[config.mk]
export PLATFORM = sky130hd
export DESIGN_NAME = lrpe_engine
export DESIGN_NICKNAME = d
export VERILOG_FILES = /design/src/hdl/lrpe_pkg.sv /design/src/hdl/lrpe_engine.sv
export SDC_FILE = /design/constraint.sdc
export NUM_CORES = 2
export LEC_CHECK = 0
export BUFFER_PORTS_ARGS = -buffer_cell sky130_fd_sc_hd__clkbuf_2
export CORE_MARGIN = 3
export CORE_UTILIZATION = 65
export DETAILED_ROUTE_END_ITERATION = 6
export HOLD_SLACK_MARGIN = 0.03
export MAX_ROUTING_LAYER = met4
export PLACE_DENSITY = 0.82
export RECOVER_POWER = 50
export SETUP_SLACK_MARGIN = 0.4
export SLEW_MARGIN = 10
export SYNTH_ARGS = -nofsm -noshare
export SYNTH_HDL_FRONTEND = slang
export SYNTH_SLANG_ARGS = --single-unit
[constraint.sdc]
create_clock -name clk_sys -period 10.55 [get_ports clk_sys]
set_input_delay 2.11 -clock clk_sys [delete_from_list [all_inputs] [get_ports clk_sys]]
set_output_delay 2.11 -clock clk_sys [all_outputs]
set_load 0.02 [all_outputs]
[src/hdl/lrpe_pkg.sv]
package lrpe_pkg;

  // ----------------------------------------------------------------------
  // Clocking
  // ----------------------------------------------------------------------
  localparam int          SYS_CLK_HZ  = 50_000_000;
  localparam int          BASE_CLK_HZ = 32768;
  localparam logic [25:0] ACC_STEP    = 26'(BASE_CLK_HZ);
  localparam logic [25:0] ACC_WRAP    = 26'(SYS_CLK_HZ);
  localparam int          PS_FAST_DIV = 16;
  localparam int          PS_SLOW_DIV = 512;

  // ----------------------------------------------------------------------
  // Register indices (byte address is four times the index)
  // ----------------------------------------------------------------------
  localparam logic [7:0] IDX_ENABLE = 8'h00;
  localparam logic [7:0] IDX_CONFIG = 8'h08;
  localparam logic [7:0] IDX_PC0    = 8'h09;
  localparam logic [7:0] IDX_STATUS = 8'h0C;
  localparam logic [7:0] IDX_PROG0  = 8'h40;

  // ----------------------------------------------------------------------
  // Field positions and reset values
  // ----------------------------------------------------------------------
  localparam int          ENA_LOG_BIT     = 6;
  localparam int          CFG_INT_CLK_BIT = 0;
  localparam int          CFG_DET_BIT     = 1;
  localparam logic [1:0]  CONFIG_RESET    = 2'h1;
  localparam logic [15:0] PROG_RESET      = 16'h0000;

  // ----------------------------------------------------------------------
  // Execution control codes, opcodes and command timing
  // ----------------------------------------------------------------------
  localparam logic [1:0] EXEC_HOLD     = 2'h0;
  localparam logic [1:0] EXEC_RUN      = 2'h2;
  localparam logic [2:0] OP_BRANCH     = 3'h5;
  localparam logic [2:0] OP_END        = 3'h6;
  localparam logic [2:0] OP_TRIG       = 3'h7;
  localparam logic [4:0] FIXED_TICKS   = 5'h10;
  localparam logic [1:0] EXT_IN_TICKS  = 2'h2;
  localparam logic [1:0] EXT_OUT_TICKS = 2'h3;
  localparam logic [7:0] PWM_MAX       = 8'hFF;

  typedef enum logic [1:0] {
    LRPE_IDLE,
    LRPE_RAMP,
    LRPE_FIXED,
    LRPE_TWAIT
  } lrpe_state_t;

endpackage

[src/hdl/lrpe_engine.sv]
`timescale 1ns/1ps
module lrpe_engine #(
  parameter int ADDR_W = 10
) (
  input  wire logic              clk_sys,
  input  wire logic              reset,
  input  wire logic              psel,
  input  wire logic              penable,
  input  wire logic              pwrite,
  input  wire logic [ADDR_W-1:0] paddr,
  input  wire logic [31:0]       pwdata,
  output logic      [31:0]       prdata,
  output logic                   pready,
  output logic                   pslverr,
  input  wire logic              slow_clock_input_pin,
  input  wire logic              trigger_in_n,
  output logic                   trigger_out,
  output logic                   trigger_oe,
  output logic                   int_n,
  output logic      [7:0]        pwm_red,
  output logic      [7:0]        pwm_green,
  output logic      [7:0]        pwm_blue
);

  localparam int NCH = 3;

  // ----------------------------------------------------------------------
  // Declarations
  // ----------------------------------------------------------------------
  logic [25:0] acc_reg, acc_next;
  logic [25:0] acc_sum;
  logic        ext_prev_reg;
  logic        int_tick;
  logic        use_int;
  logic        tick;
  logic [7:0]  idx;
  logic        wr, rd, hit;
  logic [1:0]  config_reg, config_next;
  logic        log_reg, log_next;
  logic [1:0]  exec_reg [NCH];
  logic [1:0]  exec_next [NCH];
  logic [2:0]  status_reg, status_next;
  logic [15:0] mem_reg [NCH*16];
  logic [15:0] mem_next [NCH*16];
  logic [3:0]  recv_reg [NCH];
  logic [3:0]  recv_next [NCH];
  logic [1:0]  ext_in_reg, ext_in_next;
  logic [1:0]  ext_out_reg, ext_out_next;
  logic        ext_seen;
  logic [7:0]  pwm_out_reg [NCH];
  logic [7:0]  pwm_out_next [NCH];
  logic [3:0]  pc_reg [NCH];
  logic [7:0]  pwm_reg [NCH];
  logic        hold_req [NCH];
  logic        int_ev [NCH];
  logic [5:0]  send_m [NCH];
  logic [3:0]  clr_m [NCH];
  logic        pc_wr [NCH];

  // Log curve: exponent from the top three bits, mantissa from the rest.
  function automatic logic [7:0] lrpe_log(input logic [7:0] v);
    logic [12:0] w;
    w = 13'({1'b1, v[4:0]}) << v[7:5];
    lrpe_log = (v == 8'h00) ? 8'h00 : w[12:5];
  endfunction

  // ----------------------------------------------------------------------
  // Base clock tick
  // ----------------------------------------------------------------------
  // A phase accumulator gives a mean 32768 Hz tick without a fractional
  // divider; the jitter is one system clock, far below one tick.
  always_comb begin
    acc_sum  = acc_reg + lrpe_pkg::ACC_STEP;
    int_tick = acc_sum >= lrpe_pkg::ACC_WRAP;
    acc_next = int_tick ? acc_sum - lrpe_pkg::ACC_WRAP : acc_sum;
    use_int  = config_reg[lrpe_pkg::CFG_INT_CLK_BIT]
             | ~config_reg[lrpe_pkg::CFG_DET_BIT];
    tick     = use_int ? int_tick
             : (slow_clock_input_pin & ~ext_prev_reg);
  end

  always_ff @(posedge clk_sys) begin
    if (reset) begin
      acc_reg      <= 26'h0000000;
      ext_prev_reg <= 1'b0;
    end else begin
      acc_reg      <= acc_next;
      ext_prev_reg <= slow_clock_input_pin;
    end
  end

  // ----------------------------------------------------------------------
  // APB decode
  // ----------------------------------------------------------------------
  // Zero wait states: every access completes in its first access cycle.
  always_comb begin
    idx     = paddr[9:2];
    wr      = psel & penable & pwrite;
    rd      = psel & penable & ~pwrite;
    hit     = (idx == lrpe_pkg::IDX_ENABLE) | (idx == lrpe_pkg::IDX_CONFIG)
            | (idx == lrpe_pkg::IDX_STATUS)
            | ((idx >= lrpe_pkg::IDX_PC0) && (idx < lrpe_pkg::IDX_PC0 + 8'h03))
            | ((idx >= lrpe_pkg::IDX_PROG0)
               && (idx < lrpe_pkg::IDX_PROG0 + 8'h30));
    pready  = 1'b1;
    pslverr = psel & penable & ~hit;
    prdata  = 32'h00000000;
    if (idx == lrpe_pkg::IDX_ENABLE) begin
      prdata[lrpe_pkg::ENA_LOG_BIT] = log_reg;
      prdata[5:0] = {exec_reg[0], exec_reg[1], exec_reg[2]};
    end else if (idx == lrpe_pkg::IDX_CONFIG) begin
      prdata[1:0] = config_reg;
    end else if (idx == lrpe_pkg::IDX_STATUS) begin
      prdata[2:0] = status_reg;
    end else if (idx >= lrpe_pkg::IDX_PROG0 && hit) begin
      prdata[15:0] = mem_reg[6'(idx - lrpe_pkg::IDX_PROG0)];
    end else if (hit) begin
      prdata[3:0] = pc_reg[2'(idx - lrpe_pkg::IDX_PC0)];
    end
  end

  // ----------------------------------------------------------------------
  // Control registers, status, program memory
  // ----------------------------------------------------------------------
  // Engine requests to go to hold override a same-cycle software write.
  always_comb begin
    config_next = config_reg;
    log_next    = log_reg;
    status_next = status_reg;
    mem_next    = mem_reg;
    if (wr && idx == lrpe_pkg::IDX_CONFIG) begin
      config_next = pwdata[1:0];
    end
    if (wr && idx == lrpe_pkg::IDX_ENABLE) begin
      log_next = pwdata[lrpe_pkg::ENA_LOG_BIT];
    end
    if (wr && idx >= lrpe_pkg::IDX_PROG0 && hit) begin
      mem_next[6'(idx - lrpe_pkg::IDX_PROG0)] = pwdata[15:0];
    end
    // A read clears status, but an event in the same cycle survives.
    if (rd && idx == lrpe_pkg::IDX_STATUS) begin
      status_next = 3'h0;
    end
    for (int c = 0; c < NCH; c++) begin
      exec_next[c] = exec_reg[c];
      if (wr && idx == lrpe_pkg::IDX_ENABLE) begin
        exec_next[c] = pwdata[5-2*c -: 2];
      end
      if (hold_req[c]) begin
        exec_next[c] = lrpe_pkg::EXEC_HOLD;
      end
      if (int_ev[c]) begin
        status_next[c] = 1'b1;
      end
      pc_wr[c] = wr && (idx == lrpe_pkg::IDX_PC0 + 8'(c))
               && (exec_reg[c] == lrpe_pkg::EXEC_HOLD);
    end
  end

  always_ff @(posedge clk_sys) begin
    if (reset) begin
      config_reg <= lrpe_pkg::CONFIG_RESET;
      log_reg    <= 1'b0;
      status_reg <= 3'h0;
      for (int c = 0; c < NCH; c++) begin
        exec_reg[c] <= lrpe_pkg::EXEC_HOLD;
      end
      for (int i = 0; i < NCH*16; i++) begin
        mem_reg[i] <= lrpe_pkg::PROG_RESET;
      end
    end else begin
      config_reg <= config_next;
      log_reg    <= log_next;
      status_reg <= status_next;
      exec_reg   <= exec_next;
      mem_reg    <= mem_next;
    end
  end

  assign int_n = ~|status_reg;

  // ----------------------------------------------------------------------
  // Triggers and output mapping
  // ----------------------------------------------------------------------
  // Received triggers are sticky; a new send wins over a same-cycle clear.
  // The input is ignored while this device drives the pin itself.
  always_comb begin
    ext_in_next  = ext_in_reg;
    ext_out_next = ext_out_reg;
    ext_seen     = 1'b0;
    if (trigger_in_n || ext_out_reg != 2'h0) begin
      ext_in_next = 2'h0;
    end else if (tick && ext_in_reg != lrpe_pkg::EXT_IN_TICKS) begin
      ext_in_next = ext_in_reg + 2'h1;
      ext_seen    = (ext_in_reg + 2'h1) == lrpe_pkg::EXT_IN_TICKS;
    end
    if (tick && ext_out_reg != 2'h0) begin
      ext_out_next = ext_out_reg - 2'h1;
    end
    for (int c = 0; c < NCH; c++) begin
      if (send_m[c][5]) begin
        ext_out_next = lrpe_pkg::EXT_OUT_TICKS;
      end
    end
    for (int t = 0; t < NCH; t++) begin
      recv_next[t] = recv_reg[t] & ~clr_m[t];
      recv_next[t][3] = recv_next[t][3] | ext_seen;
      for (int c = 0; c < NCH; c++) begin
        recv_next[t][c] = recv_next[t][c] | send_m[c][t];
      end
      pwm_out_next[t] = log_reg ? lrpe_log(pwm_reg[t]) : pwm_reg[t];
    end
  end

  always_ff @(posedge clk_sys) begin
    if (reset) begin
      ext_in_reg  <= 2'h0;
      ext_out_reg <= 2'h0;
      for (int c = 0; c < NCH; c++) begin
        recv_reg[c]    <= 4'h0;
        pwm_out_reg[c] <= 8'h00;
      end
    end else begin
      ext_in_reg  <= ext_in_next;
      ext_out_reg <= ext_out_next;
      recv_reg    <= recv_next;
      pwm_out_reg <= pwm_out_next;
    end
  end

  assign trigger_out = 1'b0;
  assign trigger_oe  = ext_out_reg != 2'h0;
  assign pwm_red     = pwm_out_reg[0];
  assign pwm_green   = pwm_out_reg[1];
  assign pwm_blue    = pwm_out_reg[2];

  // ----------------------------------------------------------------------
  // Channel engines
  // ----------------------------------------------------------------------
  for (genvar c = 0; c < NCH; c++) begin : g_ch
    lrpe_pkg::lrpe_state_t st_reg, st_next;
    logic [3:0]  pc_next;
    logic [7:0]  pwm_next;
    logic [14:0] tcnt_reg, tcnt_next, len_reg, len_next;
    logic [7:0]  steps_reg, steps_next;
    logic        dir_reg, dir_next, move_reg, move_next;
    logic [5:0]  wmask_reg, wmask_next;
    logic        act_reg [16];
    logic        act_next [16];
    logic [5:0]  rem_reg [16];
    logic [5:0]  rem_next [16];
    logic [15:0] cmd;
    logic [3:0]  need;

    // Fetch and decode on a tick when the channel is idle and not held.
    always_comb begin
      cmd        = mem_reg[{2'(c), pc_reg[c]}];
      need       = {wmask_reg[5], wmask_reg[2:0]};
      st_next    = st_reg;
      pc_next    = pc_reg[c];
      pwm_next   = pwm_reg[c];
      tcnt_next  = tcnt_reg;
      len_next   = len_reg;
      steps_next = steps_reg;
      dir_next   = dir_reg;
      move_next  = move_reg;
      wmask_next = wmask_reg;
      act_next   = act_reg;
      rem_next   = rem_reg;
      hold_req[c] = 1'b0;
      int_ev[c]   = 1'b0;
      send_m[c]   = 6'h00;
      clr_m[c]    = 4'h0;
      if (pc_wr[c]) begin
        pc_next = pwdata[3:0];
      end
      unique case (st_reg)
        lrpe_pkg::LRPE_IDLE: begin
          if (tick && exec_reg[c] != lrpe_pkg::EXEC_HOLD) begin
            hold_req[c] = exec_reg[c] != lrpe_pkg::EXEC_RUN;
            pc_next     = pc_reg[c] + 4'h1;
            st_next     = lrpe_pkg::LRPE_FIXED;
            tcnt_next   = 15'(lrpe_pkg::FIXED_TICKS);
            if (!cmd[15] && cmd[13:8] == 6'h00) begin
              if (cmd[14]) begin
                pwm_next = cmd[7:0];
              end else begin
                pc_next = 4'h0;
              end
            end else if (!cmd[15]) begin
              len_next   = 15'(cmd[13:8]) * (cmd[14]
                         ? 15'(lrpe_pkg::PS_SLOW_DIV)
                         : 15'(lrpe_pkg::PS_FAST_DIV));
              tcnt_next  = len_next;
              steps_next = {1'b0, cmd[6:0]} + 8'h01;
              dir_next   = cmd[7];
              move_next  = cmd[6:0] != 7'h00;
              st_next    = lrpe_pkg::LRPE_RAMP;
            end else if (cmd[15:13] == lrpe_pkg::OP_BRANCH) begin
              if (cmd[12:7] == 6'h00) begin
                pc_next = cmd[3:0];
              end else if (!act_reg[pc_reg[c]]) begin
                act_next[pc_reg[c]] = 1'b1;
                rem_next[pc_reg[c]] = cmd[12:7] - 6'h01;
                pc_next = cmd[3:0];
              end else if (rem_reg[pc_reg[c]] == 6'h00) begin
                act_next[pc_reg[c]] = 1'b0;
              end else begin
                rem_next[pc_reg[c]] = rem_reg[pc_reg[c]] - 6'h01;
                pc_next = cmd[3:0];
              end
            end else if (cmd[15:13] == lrpe_pkg::OP_END) begin
              pc_next     = 4'h0;
              hold_req[c] = 1'b1;
              int_ev[c]   = cmd[12];
              for (int i = 0; i < 16; i++) begin
                act_next[i] = 1'b0;
              end
              if (cmd[11]) begin
                pwm_next = 8'h00;
              end
            end else if (cmd[15:13] == lrpe_pkg::OP_TRIG) begin
              send_m[c]  = cmd[6:1];
              wmask_next = cmd[12:7];
            end
          end
        end
        lrpe_pkg::LRPE_RAMP: begin
          if (tick && tcnt_reg > 15'h0001) begin
            tcnt_next = tcnt_reg - 15'h0001;
          end else if (tick) begin
            // Saturate at the ends but keep timing the whole command.
            if (move_reg && !dir_reg && pwm_reg[c] != lrpe_pkg::PWM_MAX) begin
              pwm_next = pwm_reg[c] + 8'h01;
            end else if (move_reg && dir_reg && pwm_reg[c] != 8'h00) begin
              pwm_next = pwm_reg[c] - 8'h01;
            end
            steps_next = steps_reg - 8'h01;
            tcnt_next  = len_reg;
            if (steps_reg == 8'h01) begin
              st_next = lrpe_pkg::LRPE_IDLE;
            end
          end
        end
        lrpe_pkg::LRPE_FIXED: begin
          if (tick && tcnt_reg > 15'h0001) begin
            tcnt_next = tcnt_reg - 15'h0001;
          end else if (tick) begin
            st_next = (wmask_reg != 6'h00) ? lrpe_pkg::LRPE_TWAIT
                    : lrpe_pkg::LRPE_IDLE;
          end
        end
        lrpe_pkg::LRPE_TWAIT: begin
          if ((recv_reg[c] & need) == need) begin
            clr_m[c]   = need;
            wmask_next = 6'h00;
            st_next    = lrpe_pkg::LRPE_IDLE;
          end
        end
      endcase
    end

    always_ff @(posedge clk_sys) begin
      if (reset) begin
        st_reg     <= lrpe_pkg::LRPE_IDLE;
        pc_reg[c]  <= 4'h0;
        pwm_reg[c] <= 8'h00;
        tcnt_reg   <= 15'h0000;
        len_reg    <= 15'h0000;
        steps_reg  <= 8'h00;
        dir_reg    <= 1'b0;
        move_reg   <= 1'b0;
        wmask_reg  <= 6'h00;
        for (int i = 0; i < 16; i++) begin
          act_reg[i] <= 1'b0;
          rem_reg[i] <= 6'h00;
        end
      end else begin
        st_reg     <= st_next;
        pc_reg[c]  <= pc_next;
        pwm_reg[c] <= pwm_next;
        tcnt_reg   <= tcnt_next;
        len_reg    <= len_next;
        steps_reg  <= steps_next;
        dir_reg    <= dir_next;
        move_reg   <= move_next;
        wmask_reg  <= wmask_next;
        act_reg    <= act_next;
        rem_reg    <= rem_next;
      end
    end
  end

endmodule // lrpe_engine

==> results.md <==
* H-tree depth at 4
* Ratio of cells with drive above 1 in the final layout at 10.19%
* Register area share after synthesis at 39.13%
* Hold_buf cts at 0
* Yosys top cell by area: dfxtp_1
* Sink Count at 1344
* Setup bufs post-CTS at 0
* RePlAce Congestion at 0.9913
* Num CTS Buffers at 140
* Vias in the first global route at 62620
* Overflow after GRT at 0
* Clock slew at reported path FFs at 0.05 ns
* Tcrit/Tclk final at 94.54%
* Largest stage delay, worst path at 1.31 ns
* Arr. time, crit path at 7.86 ns
* DRT antenna net count at 0
* Max-cap violations at 21
* Cell family contributing the most delay on the critical path: buffers and inverters
* Ys Warns at 0
* Cell Area, Synth at 68770 um2
* R2R Setup Slk at 1.97 ns
* Via density at 7.019
* Syn Inst Count at 8247
* Commonest cells after routing, fill and taps aside: nand2_1 (2164), dfxtp_1 (1338), a21oi_1 (1060)
* Die Span Y at 331.3 um
* Data required, critical path at 8.44 ns
* Leak at 24.16 nW
* RR Endpoint: pwm_reg[1][0]
* Nets at 8080
* Final wirelength at 238800 um
* Hold slack at 0.4519 ns
* Initial DRC Count at 10690
* Final setup fails at 0
* Post-synth EDFFs at 0
* Design area at 73850 um2
* Worst slew pin tran at 4.609 ns
* Starting Density at 65.97%
* Hold path cells at 2
* Buffers and inverters on the worst path at 4
* Tmin final at 9.974 ns
* Failing checks: DRC, capacitance limit, slew limit
* Synth top area share at 39.13%
* Fin. Hold Viols at 0
* First-pass GRT wire length at 361200 um
* Die area at 109700 um2
* Max Slew Vio Count at 1064
* Outcome: finished, violations left
* Worst r2r src: pc_reg[1][0]
* Core Area at 104200 um2
* Largest net degree at the start of global routing at 210
* Post-synth cell types at 96
* Startpoint type of the worst setup path: input pin
* Antenna violations before repair at 6
* FMAX at 100.3 MHz
* Max reg flops at 768
* Mapped Avg Cell Area at 8.338 um2
* Main flop type after synthesis: dfxtp_1
* Root buffer cell: clkbuf_16
* RSZ-0062 raised after global routing: false
* Fin Clk Skew at 0.03849 ns
* Placed cell count at 9167
* CTS tree: yes
* Placement Cell Area at 69260 um2
* Synth area leaders: dfxtp_1 (39%), nand2_1 (12%), mux4_2 (10%), a21oi_1 (7.7%), mux2i_1 (4.7%)
* Critical path's most frequent cell: a21oi_1
* Resize count post-CTS at 0
* FFs w/ async S/R, synth at 0%
* Crit path max fanout at 30
* Worst reg2reg path depth at 10
* Post-DP HPWL at 150300 um
* Clk Latency, worst-skew pair at 0.79 ns
* Die X at 331.3 um
* Final std cells w/o fill at 9438
* Total track usage at 42.64%
* CP cell instances: buf_4 > clkbuf_1 > inv_1 > nor2_1 > a21oi_1 > o22ai_1 > a21oi_1 > a211oi_1 > a21oi_1 > o21ai_0 > clkbuf_2
* Seq cells post-synth at 1344
* CP Class: in2out
* Min-Delay Startpoint: g_ch[2].len_reg[4]
* Pwr Density at 150.5 nW/um2
* Peak VDD IR at 0.0001787 V
* Via Count at 66240
* IO Pins at 110
* Post-route setup TNS at 0 ns
* Drt drc at 43
* Initial DRT Pass Iterations at 7
* CTS max path bufs at 3
* P&R area growth vs syn at 7.392%
* CP max stage cell: clkbuf_1
* Core Rows at 118
* Max-slew headroom at -207.3%
* Crit path capture type: primary output
* Worst Hold Class: reg2reg
* Wire length per cell at 25.31 um
* PortBufs at 73
* Worst Hold Path EP: g_ch[2].len_reg[4]
* Commonest non-fill, non-tap cell in the layout: nand2_1
power by group:
group | total (mW) | switching (mW) | internal, mW
combinational | 0.866 | 0.641 | 0.225
sequential | 5.11 | 0.0222 | 5.09
clock | 5.13 | 2.19 | 2.95
total | 11.1 | 2.85 | 8.26
cells by family after synthesis:
| family | after synthesis | share of synthesized area [%] |
|---|---|---|
| AND/OR/NAND/NOR | 3130 | 19.10 |
| AO/OA/AOI/OAI | 2063 | 17.85 |
| flip-flops | 1344 | 39.13 |
| buffers and inverters | 832 | 4.978 |
| multiplexers | 673 | 15.79 |
| XOR/XNOR | 107 | 1.363 |
| adder cells (fa/ha/maj) | 96 | 1.779 |
| other | 2 | 0.01092 |
how the worst max path moves through the flow:
stage,start,end,cells past startpoint
CTS,paddr[4],prdata[5],11
detailed placement,paddr[4],prdata[5],11
floorplan,paddr[2],prdata[15],11
global route,paddr[2],prdata[1],13
finish,paddr[2],prdata[6],11
global placement,paddr[4],prdata[5],11
stage by stage:
step           power, mW  util (%)  worst slack, ns
2_1_floorplan      5.795         -            3.511
3_3_place_gp       6.023     66.45            2.071
3_5_place_dp       6.036     66.45            2.057
4_1_cts            11.04     70.96            2.046
5_1_grt            11.34     70.84           0.8400
6_report           11.11     70.85           0.5758
final cells by class:
type	count	area (um2)
sequential	1344	26930
clock buffer	203	4065
fill	7851	30380
timing repair buffer	217	1373
clock inverter	52	633.1
multi-input combinational	6090	38570
antenna	10	25.02
inverter	142	534.3
tap	1380	1727
layer usage:
metal  wire length, um  track usage, %
met5                 0               -
met4             18000           26.05
met3             37970           15.74
met2             98910           59.71
met1             83950           52.18
cell usage after synthesis, types with 10 or more instances:
library cell  instances
nand2_1            2164
dfxtp_1            1344
a21oi_1            1060
clkbuf_1            533
nor2_1              363
mux2i_1             321
mux4_2              316
o21ai_0             244
o22ai_1             213
nand3_1             179
inv_1               138
a22oi_1             102
ha_1                 93
nor3_1               91
buf_1                73
xnor2_1              69
nor4_1               56
a211oi_1             55
a221oi_1             53
a22o_1               49
buf_2                43
a31oi_1              40
o211ai_1             39
xor2_1               38
nor2b_1              31
buf_4                30
nand4_1              29
or4_1                29
mux2_2               28
or3_1                26
nand2b_1             25
and3_1               24
o32ai_1              21
a21o_1               20
nor2_2               20
o2bb2ai_1            20
and2_1               19
nor3b_1              18
o221ai_1             17
nand3b_1             12
o21ai_1              12
a222oi_1             10
tightest hold or removal path: cells and delay by family, from the launching register on:
family	cells	cell delay, ns
flip-flops	1	0.30
AND/OR/NAND/NOR	1	0.05
AO/OA/AOI/OAI	1	0.05
Note: power is estimated with default switching activity, not from simulation.
